<file path="src/irq_ctrl_cfg.svh">
// Constants for the two-level interrupt controller.
// Assumes inclusion by bare name from the package and the design modules.
`ifndef IRQ_CTRL_CFG_SVH
`define IRQ_CTRL_CFG_SVH

`define IRQ_NUM_SRC 15
`define IRQ_VEC_W 16
`define IRQ_ADDR_W 4
`define IRQ_DATA_W 16
`define IRQ_VEC_BASE 16'h0003
`define IRQ_VEC_STEP 16'h0008

// Register indices on the plain register port
`define IRQ_REG_ENABLE 4'h0
`define IRQ_REG_PRIO 4'h1
`define IRQ_REG_PEND 4'h2
`define IRQ_REG_CTRL 4'h3
`define IRQ_REG_STATUS 4'h4
`define IRQ_REG_PEND_SET 4'h5
`define IRQ_REG_PEND_CLR 4'h6

// Control register fields
`define IRQ_CTRL_GLOBAL_BIT 0

// Sources whose pending flag hardware clears on vectoring (orders 0..3)
`define IRQ_AUTO_CLEAR_MASK 15'h000f

// The call holds call_req four cycles after detection; call_start follows on the fifth
`define IRQ_CALL_CYCLES 3'h4
`define IRQ_CALL_LAST 3'h3

`endif

</file>
<file path="src/irq_ctrl_pkg.sv">
// Types shared by the interrupt controller modules.
// Assumes irq_ctrl_cfg.svh is on the include path.
`include "irq_ctrl_cfg.svh"

package irq_ctrl_pkg;
    typedef logic [`IRQ_NUM_SRC-1:0] src_vec_t;
    typedef logic [`IRQ_VEC_W-1:0] vec_addr_t;
    typedef logic [3:0] src_idx_t;
    typedef enum logic [2:0] {
        ST_IDLE,
        ST_CALL,
        ST_SERVICE,
        ST_RETURN,
        ST_ONE_MORE
    } seq_state_t;
endpackage : irq_ctrl_pkg

</file>
<file path="src/irq_arbiter.sv">
// Priority arbiter: high level before low, lowest order index wins inside a level.
// Assumes requests already gated by enables; purely combinational.
`timescale 1ns/1ns
`include "irq_ctrl_cfg.svh"

module irq_arbiter (
    input wire logic [`IRQ_NUM_SRC-1:0] req,
    input wire logic [`IRQ_NUM_SRC-1:0] prio_high,
    output logic hit_high,
    output logic hit_low,
    output logic [3:0] idx_high,
    output logic [3:0] idx_low
);
    logic [`IRQ_NUM_SRC-1:0] req_high;
    logic [`IRQ_NUM_SRC-1:0] req_low;

    assign req_high = req & prio_high;
    assign req_low = req & ~prio_high;

    // RQ12 fixed source order
    always_comb begin
        hit_high = 1'b0;
        hit_low = 1'b0;
        idx_high = 4'h0;
        idx_low = 4'h0;
        for (int i = `IRQ_NUM_SRC - 1; i >= 0; i--) begin
            if (req_high[i]) begin
                hit_high = 1'b1;
                idx_high = 4'(i);
            end
            if (req_low[i]) begin
                hit_low = 1'b1;
                idx_low = 4'(i);
            end
        end
    end
endmodule : irq_arbiter

</file>
<file path="src/irq_ctrl.sv">
// Two-level interrupt controller top: pending flags, enables, arbitration,
// vector request to the instruction sequencer, return handling.
// Assumes the sequencer pulses instr_done per completed instruction and
// return_from_interrupt_instruction_done when a return-from-interrupt instruction completes.
//
// Overview of operation
// RQ1: Fifteen sources are accepted, each set to low or high priority.
// RQ2: A source event sets its pending flag whatever its enable.
// RQ3: An enabled pending source raises a request, taken once the current instruction completes.
// RQ4: On return-from-interrupt the core resumes where it was; the controller frees the level.
// RQ5: Pending flags of disabled sources are ignored when deciding requests.
// RQ6: Each source has its own enable bit.
// RQ7: Per-source enables count only while the global enable is one.
// RQ8: A zero global enable blocks every source.
// RQ9: Some sources have their flag cleared on vectoring; others need software clearing.
// RQ10: A flag still set after return re-enters after one further instruction.
// RQ11: High preempts low service, high is never preempted, low is the reset level.
// RQ12: Higher priority wins in a tie, then a fixed source order.
// RQ13: Requests are decoded every cycle; fastest response is five cycles.
// RQ14: One grant at a time is shown with its vector until the call begins.
`timescale 1ns/1ns
`include "irq_ctrl_cfg.svh"

module irq_ctrl (
    input wire logic clk_sys,
    input wire logic rst,
    input wire logic [`IRQ_NUM_SRC-1:0] src_event,
    input wire logic instr_done,
    input wire logic return_from_interrupt_instruction_done,
    input wire logic [`IRQ_ADDR_W-1:0] reg_addr,
    input wire logic [`IRQ_DATA_W-1:0] reg_wdata,
    input wire logic reg_write,
    input wire logic reg_read,
    output logic [`IRQ_DATA_W-1:0] reg_rdata,
    output logic call_req,
    output logic [`IRQ_VEC_W-1:0] call_vector,
    output logic call_start,
    output logic [`IRQ_NUM_SRC-1:0] pending
);
    ////////////////////////////////////////////////////////////////////
    logic global_irq_enable;
    logic [`IRQ_NUM_SRC-1:0] irq_enable_register;
    logic [`IRQ_NUM_SRC-1:0] irq_priority_register;
    logic active_low_lvl;
    logic active_high_lvl;
    logic low_saved;
    irq_ctrl_pkg::seq_state_t state;
    logic [2:0] call_cnt;
    logic [3:0] grant_idx;
    logic grant_high;
    logic [`IRQ_NUM_SRC-1:0] eligible;
    logic hit_high;
    logic hit_low;
    logic [3:0] idx_high;
    logic [3:0] idx_low;
    logic can_high;
    logic can_low;
    logic decide;
    logic take;
    logic take_high;
    logic [3:0] take_idx;
    logic [`IRQ_NUM_SRC-1:0] sw_set;
    logic [`IRQ_NUM_SRC-1:0] sw_clr;
    logic [`IRQ_NUM_SRC-1:0] hw_clr;
    logic [`IRQ_NUM_SRC-1:0] next_pending;
    logic call_end;
    localparam logic [`IRQ_NUM_SRC-1:0] auto_clr_mask = `IRQ_AUTO_CLEAR_MASK;

    ////////////////////////////////////////////////////////////////////
    // RQ5 RQ6 RQ7 RQ8 enable gating
    assign eligible = pending & irq_enable_register & {`IRQ_NUM_SRC{global_irq_enable}};

    // RQ1 RQ12 arbitration
    irq_arbiter u_arb (
        .req(eligible),
        .prio_high(irq_priority_register),
        .hit_high(hit_high),
        .hit_low(hit_low),
        .idx_high(idx_high),
        .idx_low(idx_low)
    );

    // RQ11 preemption limits
    assign can_high = !active_high_lvl;
    assign can_low = !active_high_lvl && !active_low_lvl;
    // RQ13 decoded each cycle, taken at instruction boundary
    assign decide = (state == irq_ctrl_pkg::ST_IDLE || state == irq_ctrl_pkg::ST_SERVICE)
        && instr_done;
    assign take_high = hit_high && can_high;
    assign take = decide && (take_high || (hit_low && can_low));
    assign take_idx = take_high ? idx_high : idx_low;
    // RQ9 RQ13 last cycle of the call
    assign call_end = state == irq_ctrl_pkg::ST_CALL && call_cnt == `IRQ_CALL_LAST;

    ////////////////////////////////////////////////////////////////////
    // Register writes
    always_ff @(posedge clk_sys) begin
        if (rst) begin
            global_irq_enable <= 1'b0;
            irq_enable_register <= '0;
            irq_priority_register <= '0;
        end else if (reg_write) begin
            case (reg_addr)
                `IRQ_REG_ENABLE: irq_enable_register <= reg_wdata[`IRQ_NUM_SRC-1:0];
                `IRQ_REG_PRIO: irq_priority_register <= reg_wdata[`IRQ_NUM_SRC-1:0];
                `IRQ_REG_CTRL: global_irq_enable <= reg_wdata[`IRQ_CTRL_GLOBAL_BIT];
                default: ;
            endcase
        end
    end

    assign sw_set = (reg_write && reg_addr == `IRQ_REG_PEND_SET) ?
        reg_wdata[`IRQ_NUM_SRC-1:0] : '0;
    assign sw_clr = (reg_write && reg_addr == `IRQ_REG_PEND_CLR) ?
        reg_wdata[`IRQ_NUM_SRC-1:0] : '0;

    ////////////////////////////////////////////////////////////////////
    // Pending flags; a set beats any clear in the same cycle
    genvar g;
    generate
        for (g = 0; g < `IRQ_NUM_SRC; g++) begin : g_pend
            // RQ9 auto clear on vectoring
            assign hw_clr[g] = auto_clr_mask[g] && call_end && grant_idx == 4'(g);
            // RQ2 set regardless of enable
            assign next_pending[g] = src_event[g] || sw_set[g] ||
                (pending[g] && !sw_clr[g] && !hw_clr[g]);
        end
    endgenerate

    always_ff @(posedge clk_sys) begin
        if (rst) begin
            pending <= '0;
        end else begin
            pending <= next_pending;
        end
    end

    ////////////////////////////////////////////////////////////////////
    // Call sequencer
    always_ff @(posedge clk_sys) begin
        if (rst) begin
            state <= irq_ctrl_pkg::ST_IDLE;
            call_cnt <= 3'h0;
            grant_idx <= 4'h0;
            grant_high <= 1'b0;
            call_req <= 1'b0;
            call_vector <= '0;
            call_start <= 1'b0;
        end else begin
            call_start <= 1'b0;
            case (state)
                irq_ctrl_pkg::ST_IDLE, irq_ctrl_pkg::ST_SERVICE: begin
                    // RQ3 RQ14 single grant with vector
                    if (take) begin
                        state <= irq_ctrl_pkg::ST_CALL;
                        call_cnt <= 3'h0;
                        grant_idx <= take_idx;
                        grant_high <= take_high;
                        call_req <= 1'b1;
                        call_vector <= `IRQ_VEC_BASE + 16'(take_idx) * `IRQ_VEC_STEP;
                    end else if (state == irq_ctrl_pkg::ST_SERVICE && return_from_interrupt_instruction_done) begin
                        // RQ4 RQ10 one instruction after return
                        state <= irq_ctrl_pkg::ST_RETURN;
                    end
                end
                irq_ctrl_pkg::ST_CALL: begin
                    // RQ13 four cycles to complete the call
                    call_cnt <= call_cnt + 3'h1;
                    if (call_cnt == `IRQ_CALL_LAST) begin
                        call_req <= 1'b0;
                        call_start <= 1'b1;
                        state <= irq_ctrl_pkg::ST_SERVICE;
                    end
                end
                irq_ctrl_pkg::ST_RETURN: begin
                    state <= irq_ctrl_pkg::ST_ONE_MORE;
                end
                irq_ctrl_pkg::ST_ONE_MORE: begin
                    if (instr_done) begin
                        state <= (active_low_lvl || active_high_lvl) ?
                            irq_ctrl_pkg::ST_SERVICE : irq_ctrl_pkg::ST_IDLE;
                        if (eligible != '0 && (take_high || hit_low && can_low)) begin
                            state <= irq_ctrl_pkg::ST_CALL;
                            call_cnt <= 3'h0;
                            grant_idx <= take_idx;
                            grant_high <= take_high;
                            call_req <= 1'b1;
                            call_vector <= `IRQ_VEC_BASE + 16'(take_idx) * `IRQ_VEC_STEP;
                        end
                    end
                end
                default: state <= irq_ctrl_pkg::ST_IDLE;
            endcase
        end
    end

    ////////////////////////////////////////////////////////////////////
    // RQ11 active level tracking, one nested low under high
    always_ff @(posedge clk_sys) begin
        if (rst) begin
            active_low_lvl <= 1'b0;
            active_high_lvl <= 1'b0;
            low_saved <= 1'b0;
        end else if (call_end) begin
            // Level taken on entry to service, before any new decision
            if (grant_high) begin
                active_high_lvl <= 1'b1;
                low_saved <= active_low_lvl;
            end else begin
                active_low_lvl <= 1'b1;
            end
        end else if (state == irq_ctrl_pkg::ST_SERVICE && return_from_interrupt_instruction_done && !take) begin
            // RQ4 return frees the innermost level
            if (active_high_lvl) begin
                active_high_lvl <= 1'b0;
                active_low_lvl <= low_saved;
            end else begin
                active_low_lvl <= 1'b0;
            end
        end
    end

    ////////////////////////////////////////////////////////////////////
    // Read data one cycle after the strobe
    always_ff @(posedge clk_sys) begin
        if (rst) begin
            reg_rdata <= '0;
        end else if (reg_read) begin
            case (reg_addr)
                `IRQ_REG_ENABLE: reg_rdata <= {1'b0, irq_enable_register};
                `IRQ_REG_PRIO: reg_rdata <= {1'b0, irq_priority_register};
                `IRQ_REG_PEND: reg_rdata <= {1'b0, pending};
                `IRQ_REG_CTRL: reg_rdata <= {15'h0000, global_irq_enable};
                `IRQ_REG_STATUS: reg_rdata <= {7'h00, grant_idx, call_req,
                    grant_high, active_high_lvl, active_low_lvl, 1'b0};
                default: reg_rdata <= '0;
            endcase
        end else begin
            reg_rdata <= '0;
        end
    end
endmodule : irq_ctrl

</file>
<file path="config.mk">
export PLATFORM = sky130hd
export DESIGN_NAME = irq_ctrl
export DESIGN_NICKNAME = d
export VERILOG_FILES = /design/src/irq_ctrl_pkg.sv /design/src/irq_arbiter.sv /design/src/irq_ctrl.sv
export VERILOG_INCLUDE_DIRS = /design/src
export SDC_FILE = /design/constraint.sdc
export NUM_CORES = 1
export LEC_CHECK = 0
export BUFFER_PORTS_ARGS = -buffer_cell sky130_fd_sc_hd__buf_2
export CAP_MARGIN = 10
export CORE_MARGIN = 1.5
export CORE_UTILIZATION = 38
export CTS_CLUSTER_DIAMETER = 120
export DETAILED_ROUTE_END_ITERATION = 8
export GPL_TIMING_DRIVEN = 0
export PLACE_DENSITY = 0.7
export SYNTH_ARGS = -nofsm -noshare
export SYNTH_HDL_FRONTEND = slang
export SYNTH_SLANG_ARGS = --single-unit
</file>
<file path="constraint.sdc">
create_clock -name clk_sys -period 3.3 [get_ports clk_sys]
set_clock_uncertainty 0.15 [all_clocks]
set_input_delay 0.165 -clock clk_sys [delete_from_list [all_inputs] [get_ports clk_sys]]
set_output_delay 0.165 -clock clk_sys [all_outputs]
set_load 0.02 [all_outputs]
</file>
==> results of run 1 <==
-- what timing repair did --
item                                    4_1_cts  5_1_grt
resized for setup                             0        3
endpoints found under the hold margin        46        0
hold buffers                                 43        0
endpoints found under the setup margin        0        1
-- cells in the final DEF (no fill, tap or decap), drive strengths merged, types with 9 or more instances in the layout --
master / synthesis / final
mux2i: 17 / 17
nor2: 56 / 56
dfxtp: 78 / 78
nand4b: 11 / 11
nand2: 90 / 90
nand3: 10 / 10
a21oi: 53 / 53
nand4: 22 / 22
a221oi: 11 / 11
clkbuf: 24 / 34
dlygate4sd3: 0 / 43
conb: 1 / 11
buf: 20 / 97
o21ai: 9 / 9
-- power groups by stage --
stage,sequential [mW],clock [mW],combinational (mW)
6_report,0.986,0.802,0.236
5_1_grt,0.988,0.848,0.254
4_1_cts,0.985,0.814,0.231
3_5_place_dp,1.01,0,0.187
3_3_place_gp,1.01,0,0.185
2_1_floorplan,1.02,0,0.0943
-- cell type report --
| type | instances | area [sq um] |
|---|---|---|
| fill | 994 | 5020 |
| multi-input combinational | 383 | 2260 |
| sequential | 78 | 1560 |
| timing repair buffer | 120 | 816 |
| buffer | 44 | 239 |
| tap | 136 | 170 |
| clock buffer | 10 | 138 |
| clock inverter | 6 | 85.1 |
| inverter | 7 | 26.3 |
-- kinds of logic after synthesis --
family                     count (synthesis)  synth area share
AOI/OAI and AO/OA                        122             0.212
muxes                                     18            0.0476
buffers and inverters                     51            0.0652
other                                      1          0.000926
and+or+nand+nor                          230             0.282
adders and majority gates                  2           0.00618
DFF                                       78             0.386
-- final timing paths --
check | from | end | depth (start not counted)
worst max-delay path | state[0]$_SDFFE_PP0P_ | pending[3]$_SDFF_PP0_ | 8
worst min-delay path | return_from_interrupt_instruction_done | state[0]$_SDFFE_PP0P_ | 3
worst max register to register | state[0]$_SDFFE_PP0P_ | pending[3]$_SDFF_PP0_ | 8
worst min register to register | low_saved$_SDFFE_PP0P_ | low_saved$_SDFFE_PP0P_ | 2
-- state kept, by name, summed over array words and instances, names as in the netlist --
name,count
irq_enable_register,15
grant_high,1
active_high_lvl,1
call_vector,1
reg_rdata,15
pending,15
low_saved,1
global_irq_enable,1
active_low_lvl,1
grant_idx,4
call_req,1
state,3
irq_priority_register,15
call_cnt,3
call_start,1
-- worst max-delay path: stages, from the launching register on --
cell and delay (ns):
dfxtp_1 0.31, clkbuf_1 0.29, nor3b_2 0.52, nand2_1 0.23
nor3_2 0.44, nand3_1 0.14, nand3_1 0.10, a21oi_1 0.06
dlygate4sd3_1 0.58
-- per-stage QoR --
stage,util,instance area (sq um),instances,hold WS [ns],total power [mW]
after global routing,0.513,5300,784,0.0383,2.09
final,0.513,5300,784,0.0347,2.02
after floorplan,-,4090,512,0.141,1.11
after CTS,0.513,5290,784,0.0263,2.03
after detailed placement,0.450,4640,725,0.233,1.19
after global placement,0.450,4640,725,0.225,1.19
-- per-layer routing --
metal	up-vias	wire length, microns
li1	2078	-
met1	2032	5810
met2	207	5910
met3	24	1130
met4	0	255
met5	-	0
==> run_results.csv, run 1 <==
group,metric,value,unit
timing,rsz0062_at_grt,"no",
detailed_routing,route.final.wire_length,13100,microns
clocking,clock_path_buffers,2,
final_layout,fin_nets,686,
worst_setup_path,end_kind,"flop",
grt,grtUsageMet1,0.314,
hold_path,hp-class,"in2reg",
clocking,path_clk_slew,0.08,ns
run,maxCapViolCount,0,
detailed_routing,viasPerCell,5.54,
floorplan,die_x,106,microns
grt,top_usage_layer,"met2",
detailed_routing,routedWlPerCell,16.7,microns
detailed_routing,drc,0,
logic_synthesis,netlist_top_cells_count,"89 x nand2_1, 78 x dfxtp_1, 56 x nor2_1",
detailed_routing,first_iter_violations,313,
power,combPwrFrac,0.117,
detailed_routing,drtPass1Iterations,6,
power,clkPwrFrac,0.396,
grt,grt_pass1_wl,20100,microns
floorplan,rows,37,
logic_synthesis,synthArstFlopShare,0,
grt,grt_overflow,0,
placement,hpwl,9480,microns
logic_synthesis,yosysMostFrequentCell,"nand2_1",
clocking,cts_sinks,78,
logic_synthesis,synth_area_leaders,"dfxtp_1 39%, nand2_1 8.3%, a21oi_1 6.6%",
final_layout,diodes,0,
worst_setup_path,crit_required,3.40,ns
detailed_routing,antenna_left,0,
timing,slew_violations,0,
power,power_density,382,mW/mm^2
floorplan,ios,90,
grt,grtUsageTotal,0.231,
worst_setup_path,worst-setup-path-type,"reg2reg",
timing,finalSetupViolCount,0,
grt,grt_max_degree,14,
timing,min_period,2.94,ns
clocking,cts_made_buffers,9,
clocking,h-tree-depth,3,
grt,grt_use_met2,0.361,
clocking,post_cts_buffers,0,
worst_setup_path,arrival,3.04,ns
logic_synthesis,yosys_register_bits,78,
timing,max-slew-margin-rel,0.501,
timing,fmax,340,MHz
logic_synthesis,yosysTopAreaCellShare,0.386,
logic_synthesis,synth_edf_count,0,
logic_synthesis,postSynthCellCount,502,
power,intPower,1.51,mW
placement,place_ws,0.553,ns
floorplan,core_area,0.0103,sq mm
run_status,status,"complete, no violations",
worst_setup_path,reg2reg_slack,0.36,ns
final_layout,drive_gt1_frac,0.193,
power,p_seq_frac,0.487,
timing,tightestPinTransition,0.748,ns
clocking,cts_tree,"yes",
logic_synthesis,synth.cell_area,0.00405,sq mm
grt,grt_pass1_vias,3841,
placement,portBuffers,77,
floorplan,dieArea,0.0113,sq mm
worst_setup_path,worst-path-max-fanout,10,
logic_synthesis,synth_top_area_cell,"dfxtp_1",
placement,gp_congestion,0.954,
floorplan,start_util,0.392,
timing,hold_viol,0,
logic_synthesis,avgSynthCellArea,8.06,sq um
logic_synthesis,synth_ff_type,"dfxtp_1",
grt,met3_usage,0.0441,
power,swShare,0.254,
power,p_leak,2.13,nW
logic_synthesis,yosys_warnings,0,
clocking,clock_latency,0.36,ns
detailed_routing,via_count,4341,
timing,tns,0,ns
worst_setup_path,cp-start-kind,"flop",
timing,fin_ws,0.356,ns
final_layout,area_growth,30.9,%
logic_synthesis,synth-seq-area-share,0.386,
logic_synthesis,yosysUniqueCellTypes,59,
clocking,cts_root_buffer,"clkbuf_8",
power,p_switching,0.514,mW
timing,fin_crit_sh,0.892,
power,vdd_drop_max,0.000233,V
grt,antenna_found_initial,0,
floorplan,die_h,106,microns
No activity file was read; power rests on OpenSTA's default activity.
==> inputs of run 2 (changes only) <==
--- a/config.mk
+++ b/config.mk
@@ -14,6 +14,7 @@
 export DETAILED_ROUTE_END_ITERATION = 8
 export GPL_TIMING_DRIVEN = 0
 export PLACE_DENSITY = 0.7
+export RECOVER_POWER = 100
 export SYNTH_ARGS = -nofsm -noshare
 export SYNTH_HDL_FRONTEND = slang
 export SYNTH_SLANG_ARGS = --single-unit
==> run 2 against run 1 <==
Against the previous run: clock-buffer cell count is the same; critical endpoint unchanged; final cell count is the same; worst setup slack got worse by 0.072 ns; first-iteration DRC count grew 25%.
==> run_results.csv, run 2 (same netlist as run 1, synthesis figures left out) <==
group,metric,value,unit
run_status,status,"complete, no violations",
floorplan,rows,37,
worst_setup_path,worst-path-max-fanout,10,
clocking,cts_tree,"yes",
power,p_leak,1.96,nW
grt,grt_overflow,0,
clocking,clock_path_buffers,2,
power,power_density,388,mW/mm^2
worst_setup_path,crit_chain,"clkbuf_1 -> nor2b_1 -> clkbuf_1 -> and4b_1 -> clkbuf_1 -> clkbuf_2 -> a21oi_1 -> dlygate4sd3_1 -> a21oi_1 -> dlygate4sd3_1",
detailed_routing,antenna_left,0,
power,p_switching,0.519,mW
grt,grtUsageMet1,0.314,
final_layout,utilization,0.506,
power,p_seq_frac,0.487,
timing,rsz0062_at_grt,"no",
final_layout,area_growth,29.0,%
final_layout,fin_area,0.00522,sq mm
timing,whs,0.0351,ns
timing,fin_crit_sh,0.914,
run,maxCapViolCount,0,
power,combPwrFrac,0.114,
floorplan,start_util,0.392,
detailed_routing,route.final.wire_length,13100,microns
grt,grt_use_met2,0.361,
timing,fin_ws,0.284,ns
floorplan,ios,90,
detailed_routing,routedWlPerCell,16.8,microns
hold_path,hp-class,"in2reg",
grt,grt_pass1_wl,20100,microns
grt,grt_pass1_vias,3841,
timing,tightestPinTransition,0.754,ns
placement,gp_congestion,0.954,
grt,top_usage_layer,"met2",
floorplan,die_x,106,microns
worst_setup_path,cp_slowest_cell,"dlygate4sd3_1",
worst_setup_path,reg2reg_slack,0.33,ns
floorplan,core_area,0.0103,sq mm
timing,finalSetupViolCount,0,
floorplan,die_h,106,microns
worst_setup_path,crit_required,3.46,ns
detailed_routing,drc,0,
timing,slew_violations,0,
worst_setup_path,critPathMaxStageDelay,0.56,ns
grt,grt_max_degree,14,
clocking,clock_latency,0.36,ns
clocking,h-tree-depth,3,
grt,met3_usage,0.0441,
worst_setup_path,path_common_cell,"clkbuf_1",
power,vdd_drop_max,0.000235,V
clocking,path_clk_slew,0.08,ns
placement,portBuffers,77,
placement,place_ws,0.553,ns
power,clkPwrFrac,0.399,
final_layout,most-common-layout-cells,"89 x nand2_1, 78 x dfxtp_1, 67 x clkbuf_1, 56 x nor2_1, 53 x a21oi_1",
worst_setup_path,worst-setup-path-type,"in2reg",
detailed_routing,drtPass1Iterations,5,
timing,hold_viol,0,
placement,placed_area,0.00464,sq mm
power,intPower,1.51,mW
floorplan,dieArea,0.0113,sq mm
worst_setup_path,end_kind,"flop",
final_layout,drive_gt1_frac,0.125,
timing,min_period,3.02,ns
worst_setup_path,arrival,3.17,ns
final_layout,fin_nets,686,
power,swShare,0.257,
placement,hpwl,9480,microns
timing,fmax,332,MHz
detailed_routing,first_iter_violations,392,
final_layout,diodes,0,
grt,antenna_found_initial,0,
grt,grtUsageTotal,0.231,
timing,tns,0,ns
detailed_routing,viasPerCell,5.50,
final_layout,mostFrequentLayoutCell,"nand2_1",
detailed_routing,via_count,4313,
worst_setup_path,cp-start-kind,"input pin",
clocking,cts_root_buffer,"clkbuf_8",
timing,max-slew-margin-rel,0.497,
clocking,cts_sinks,78,
clocking,cts_made_buffers,9,
run 2: changes by cell type in the layout (fill, tap and decap cells not counted), sizes merged:
cell    previous run  this run
buf               97        53
clkbuf            34        78
run 2: final cells by class:
type                    instances  area, sq um
multi-input cells             383         2250
repair buffers                120          764
fillers                      1021         5100
inverters                       7         26.3
plain buffers                  44          230
clock buffers                  10          138
well taps                     136          170
flip-flops and latches         78         1560
clock inverters                 6         85.1
run 2: worst paths after layout:
check	startpoint	endpoint	cells past startpoint
setup / recovery	reg_addr[0]	pending[3]$_SDFF_PP0_	10
hold / removal	return_from_interrupt_instruction_done	state[0]$_SDFFE_PP0P_	3
setup reg to reg	global_irq_enable$_SDFFE_PP0P_	grant_idx[1]$_SDFFE_PP0P_	10
hold reg to reg	low_saved$_SDFFE_PP0P_	low_saved$_SDFFE_PP0P_	2
run 2: timing repair:
action                     in CTS  in global routing
hold endpoints to repair       46                  0
setup endpoints to repair       0                  1
resized for setup               0                  3
setup buffers                   0                  0
hold buffers                   43                  0
run 2: critical path, delay by kind of cell:
family | cells | cell delay [ns]
buffers and inverters | 6 | 2.36
AND/OR/NAND/NOR | 2 | 0.40
AO/OA/AOI/OAI | 2 | 0.23
run 2: stage by stage:
step	power [mW]	cells
CTS	2.03	784
global route	2.09	784
finish	2.02	784
global placement	1.19	725
detailed placement	1.19	725
floorplan	1.11	512
run 2: layer usage:
metal,share of wire,vias up,wire length (microns)
met3,0.091,25,1200
li1,-,2080,-
met1,0.44,1988,5810
met5,0,-,0
met2,0.45,220,5880
met4,0.020,0,259
run 2: power groups by stage:
stage               sequential, mW  combinational, mW  clock, mW
finish                       0.986              0.231      0.807
detailed placement            1.01              0.187          0
global placement              1.01              0.185          0
floorplan                     1.02             0.0943          0
CTS                          0.985              0.231      0.814
global route                 0.989              0.249      0.848
==> inputs of run 3 (changes only) <==
--- a/config.mk
+++ b/config.mk
@@ -9,11 +9,11 @@
 export BUFFER_PORTS_ARGS = -buffer_cell sky130_fd_sc_hd__buf_2
 export CAP_MARGIN = 10
 export CORE_MARGIN = 1.5
-export CORE_UTILIZATION = 38
+export CORE_UTILIZATION = 54
 export CTS_CLUSTER_DIAMETER = 120
 export DETAILED_ROUTE_END_ITERATION = 8
 export GPL_TIMING_DRIVEN = 0
-export PLACE_DENSITY = 0.7
+export PLACE_DENSITY = 0.91
 export RECOVER_POWER = 100
 export SYNTH_ARGS = -nofsm -noshare
 export SYNTH_HDL_FRONTEND = slang
==> constraint.sdc (replaced) <==
create_clock -name clk_sys -period 2.8 [get_ports clk_sys]
set_clock_uncertainty 0.15 [all_clocks]
set_input_delay 0.14 -clock clk_sys [delete_from_list [all_inputs] [get_ports clk_sys]]
set_output_delay 0.14 -clock clk_sys [all_outputs]
set_load 0.02 [all_outputs]
==> run 3 against run 2 <==
Against the previous run: flip-flop and latch count stayed put; combinational power grew 20%; final cell count shrank 4.8%; clock-buffer cell count grew 3; die area is 29% lower; critical path depth down 2; global-route usage grew 12 points; critical path type is now reg2reg; critical endpoint is now call_cnt[2]$_SDFFE_PP0P_; largest power group unchanged; highest routed layer unchanged.
==> run_results.csv, run 3 (same netlist as run 1, synthesis figures left out) <==
group,metric,value,unit
detailed_routing,routedWlPerCell,18.7,microns
placement,portBuffers,77,
worst_setup_path,end_kind,"flop",
power,p_switching,0.618,mW
worst_setup_path,crit_chain,"buf_6 -> buf_6 -> nand4_1 -> nand4_1 -> o41ai_4 -> a21boi_2 -> buf_4 -> a2111oi_2",
final_layout,area_growth,27.5,%
power,combPwrFrac,0.119,
worst_setup_path,cp_top_family,"compound AO/OA/AOI/OAI gates",
worst_setup_path,r2r-start,"global_irq_enable$_SDFFE_PP0P_",
worst_setup_path,path_buf_inv,3,
worst_setup_path,worst-path-max-fanout,10,
floorplan,rows,31,
grt,grt_overflow,0,
detailed_routing,antenna_left,0,
timing,fin_crit_sh,0.968,
timing,whs,0.00918,ns
worst_setup_path,crit_required,2.90,ns
grt,grt_pass1_vias,4283,
grt,antenna_found_initial,0,
detailed_routing,viasPerCell,6.13,
worst_setup_path,arrival,2.81,ns
grt,grt_max_degree,13,
final_layout,most-common-layout-cells,"89 x nand2_1, 78 x dfxtp_1, 66 x clkbuf_1, 56 x nor2_1, 53 x a21oi_1",
power,p_leak,1.96,nW
clocking,clock_path_buffers,2,
final_layout,fin_nets,685,
detailed_routing,route.final.wire_length,13900,microns
power,intPower,1.71,mW
timing,max-slew-margin-rel,0.427,
grt,grtUsageTotal,0.355,
floorplan,die_x,89.6,microns
floorplan,dieArea,0.00802,sq mm
worst_setup_path,crit_start,"global_irq_enable$_SDFFE_PP0P_",
clocking,path_clk_slew,0.08,ns
worst_setup_path,cp-start-kind,"flop",
hold_path,hold_path_startpoint,"return_from_interrupt_instruction_done",
detailed_routing,via_count,4575,
power,swShare,0.265,
timing,fmax,369,MHz
detailed_routing,drtPass1Iterations,7,
timing,hold_viol,0,
clocking,cts_sinks,78,
timing,finalSetupViolCount,0,
clocking,clock_latency,0.35,ns
placement,place_ws,0.196,ns
run_status,status,"complete, no violations",
detailed_routing,drc,0,
timing,tns,0,ns
hold_path,hp-class,"in2reg",
power,vdd_drop_max,0.000285,V
final_layout,drive_gt1_frac,0.128,
worst_setup_path,reg2reg_slack,0.09,ns
clocking,cts_made_buffers,9,
timing,rsz0062_at_grt,"no",
clocking,cts_tree,"yes",
floorplan,ios,90,
floorplan,die_h,89.6,microns
run,maxCapViolCount,0,
power,clkPwrFrac,0.381,
floorplan,start_util,0.558,
placement,hpwl,9580,microns
floorplan,core_area,0.00725,sq mm
worst_setup_path,critPathMaxStageDelay,0.76,ns
worst_setup_path,cp_slowest_cell,"o41ai_4",
detailed_routing,first_iter_violations,347,
grt,grt_pass1_wl,21300,microns
timing,min_period,2.71,ns
timing,slew_violations,0,
final_layout,mostFrequentLayoutCell,"nand2_1",
power,p_seq_frac,0.499,
placement,gp_congestion,1.05,
power,power_density,451,mW/mm^2
clocking,cts_root_buffer,"clkbuf_8",
timing,fin_ws,0.0900,ns
timing,tightestPinTransition,0.859,ns
clocking,h-tree-depth,3,
final_layout,diodes,0,
worst_setup_path,worst-setup-path-type,"reg2reg",
-- run 3: cell type report --
type                    count  area (sq um)
multi-input cells         383          2250
fillers                   611          2090
flip-flops and latches     78          1560
repair buffers            119           754
plain buffers              44           240
clock buffers              13           159
well taps                  99           124
clock inverters             3          42.5
inverters                   7          26.3
-- run 3: path summary, 6_finish.rpt --
path                              end  cells after the start
max          call_cnt[2]$_SDFFE_PP0P_                      8
min             state[0]$_SDFFE_PP0P_                      3
max reg2reg  call_cnt[2]$_SDFFE_PP0P_                      8
min reg2reg    low_saved$_SDFFE_PP0P_                      2
-- run 3: worst register-to-register path: stages, from the launching register on --
cell       delay [ns]
dfxtp_1          0.32
buf_6            0.14
buf_6            0.15
nand4_1          0.14
nand4_1          0.26
o41ai_4          0.76
a21boi_2         0.16
buf_4            0.22
a2111oi_2        0.32
-- run 3: power groups by stage --
stage | clock, mW | sequential, mW | combinational (mW)
finish | 0.888 | 1.16 | 0.278
global route | 0.930 | 1.17 | 0.297
CTS | 0.869 | 1.16 | 0.270
detailed placement | 0 | 1.19 | 0.221
global placement | 0 | 1.18 | 0.214
floorplan | 0 | 1.20 | 0.111
-- run 3: per-layer routing --
metal	up-vias	global-route usage	share of wire
met5	-	0	0
met4	0	0.138	0.027
met3	44	0.0585	0.089
met2	291	0.579	0.46
met1	2167	0.471	0.42
li1	2073	-	-
-- run 3: repair_timing --
action | in CTS | in global routing
gates resized for setup | 0 | 5
hold buffers | 42 | 0
endpoints found under the setup margin | 0 | 7
setup buffers | 0 | 0
hold endpoints to repair | 46 | 0
-- run 3: metrics by stage --
| stage | area (sq um) | std cells | power (mW) | util |
|---|---|---|---|---|
| after floorplan | 4090 | 512 | 1.31 | - |
| after detailed placement | 4590 | 688 | 1.41 | 0.633 |
| after global placement | 4590 | 688 | 1.40 | 0.633 |
| final | 5160 | 746 | 2.33 | 0.711 |
| after CTS | 5220 | 746 | 2.30 | 0.719 |
| after global routing | 5160 | 746 | 2.39 | 0.711 |
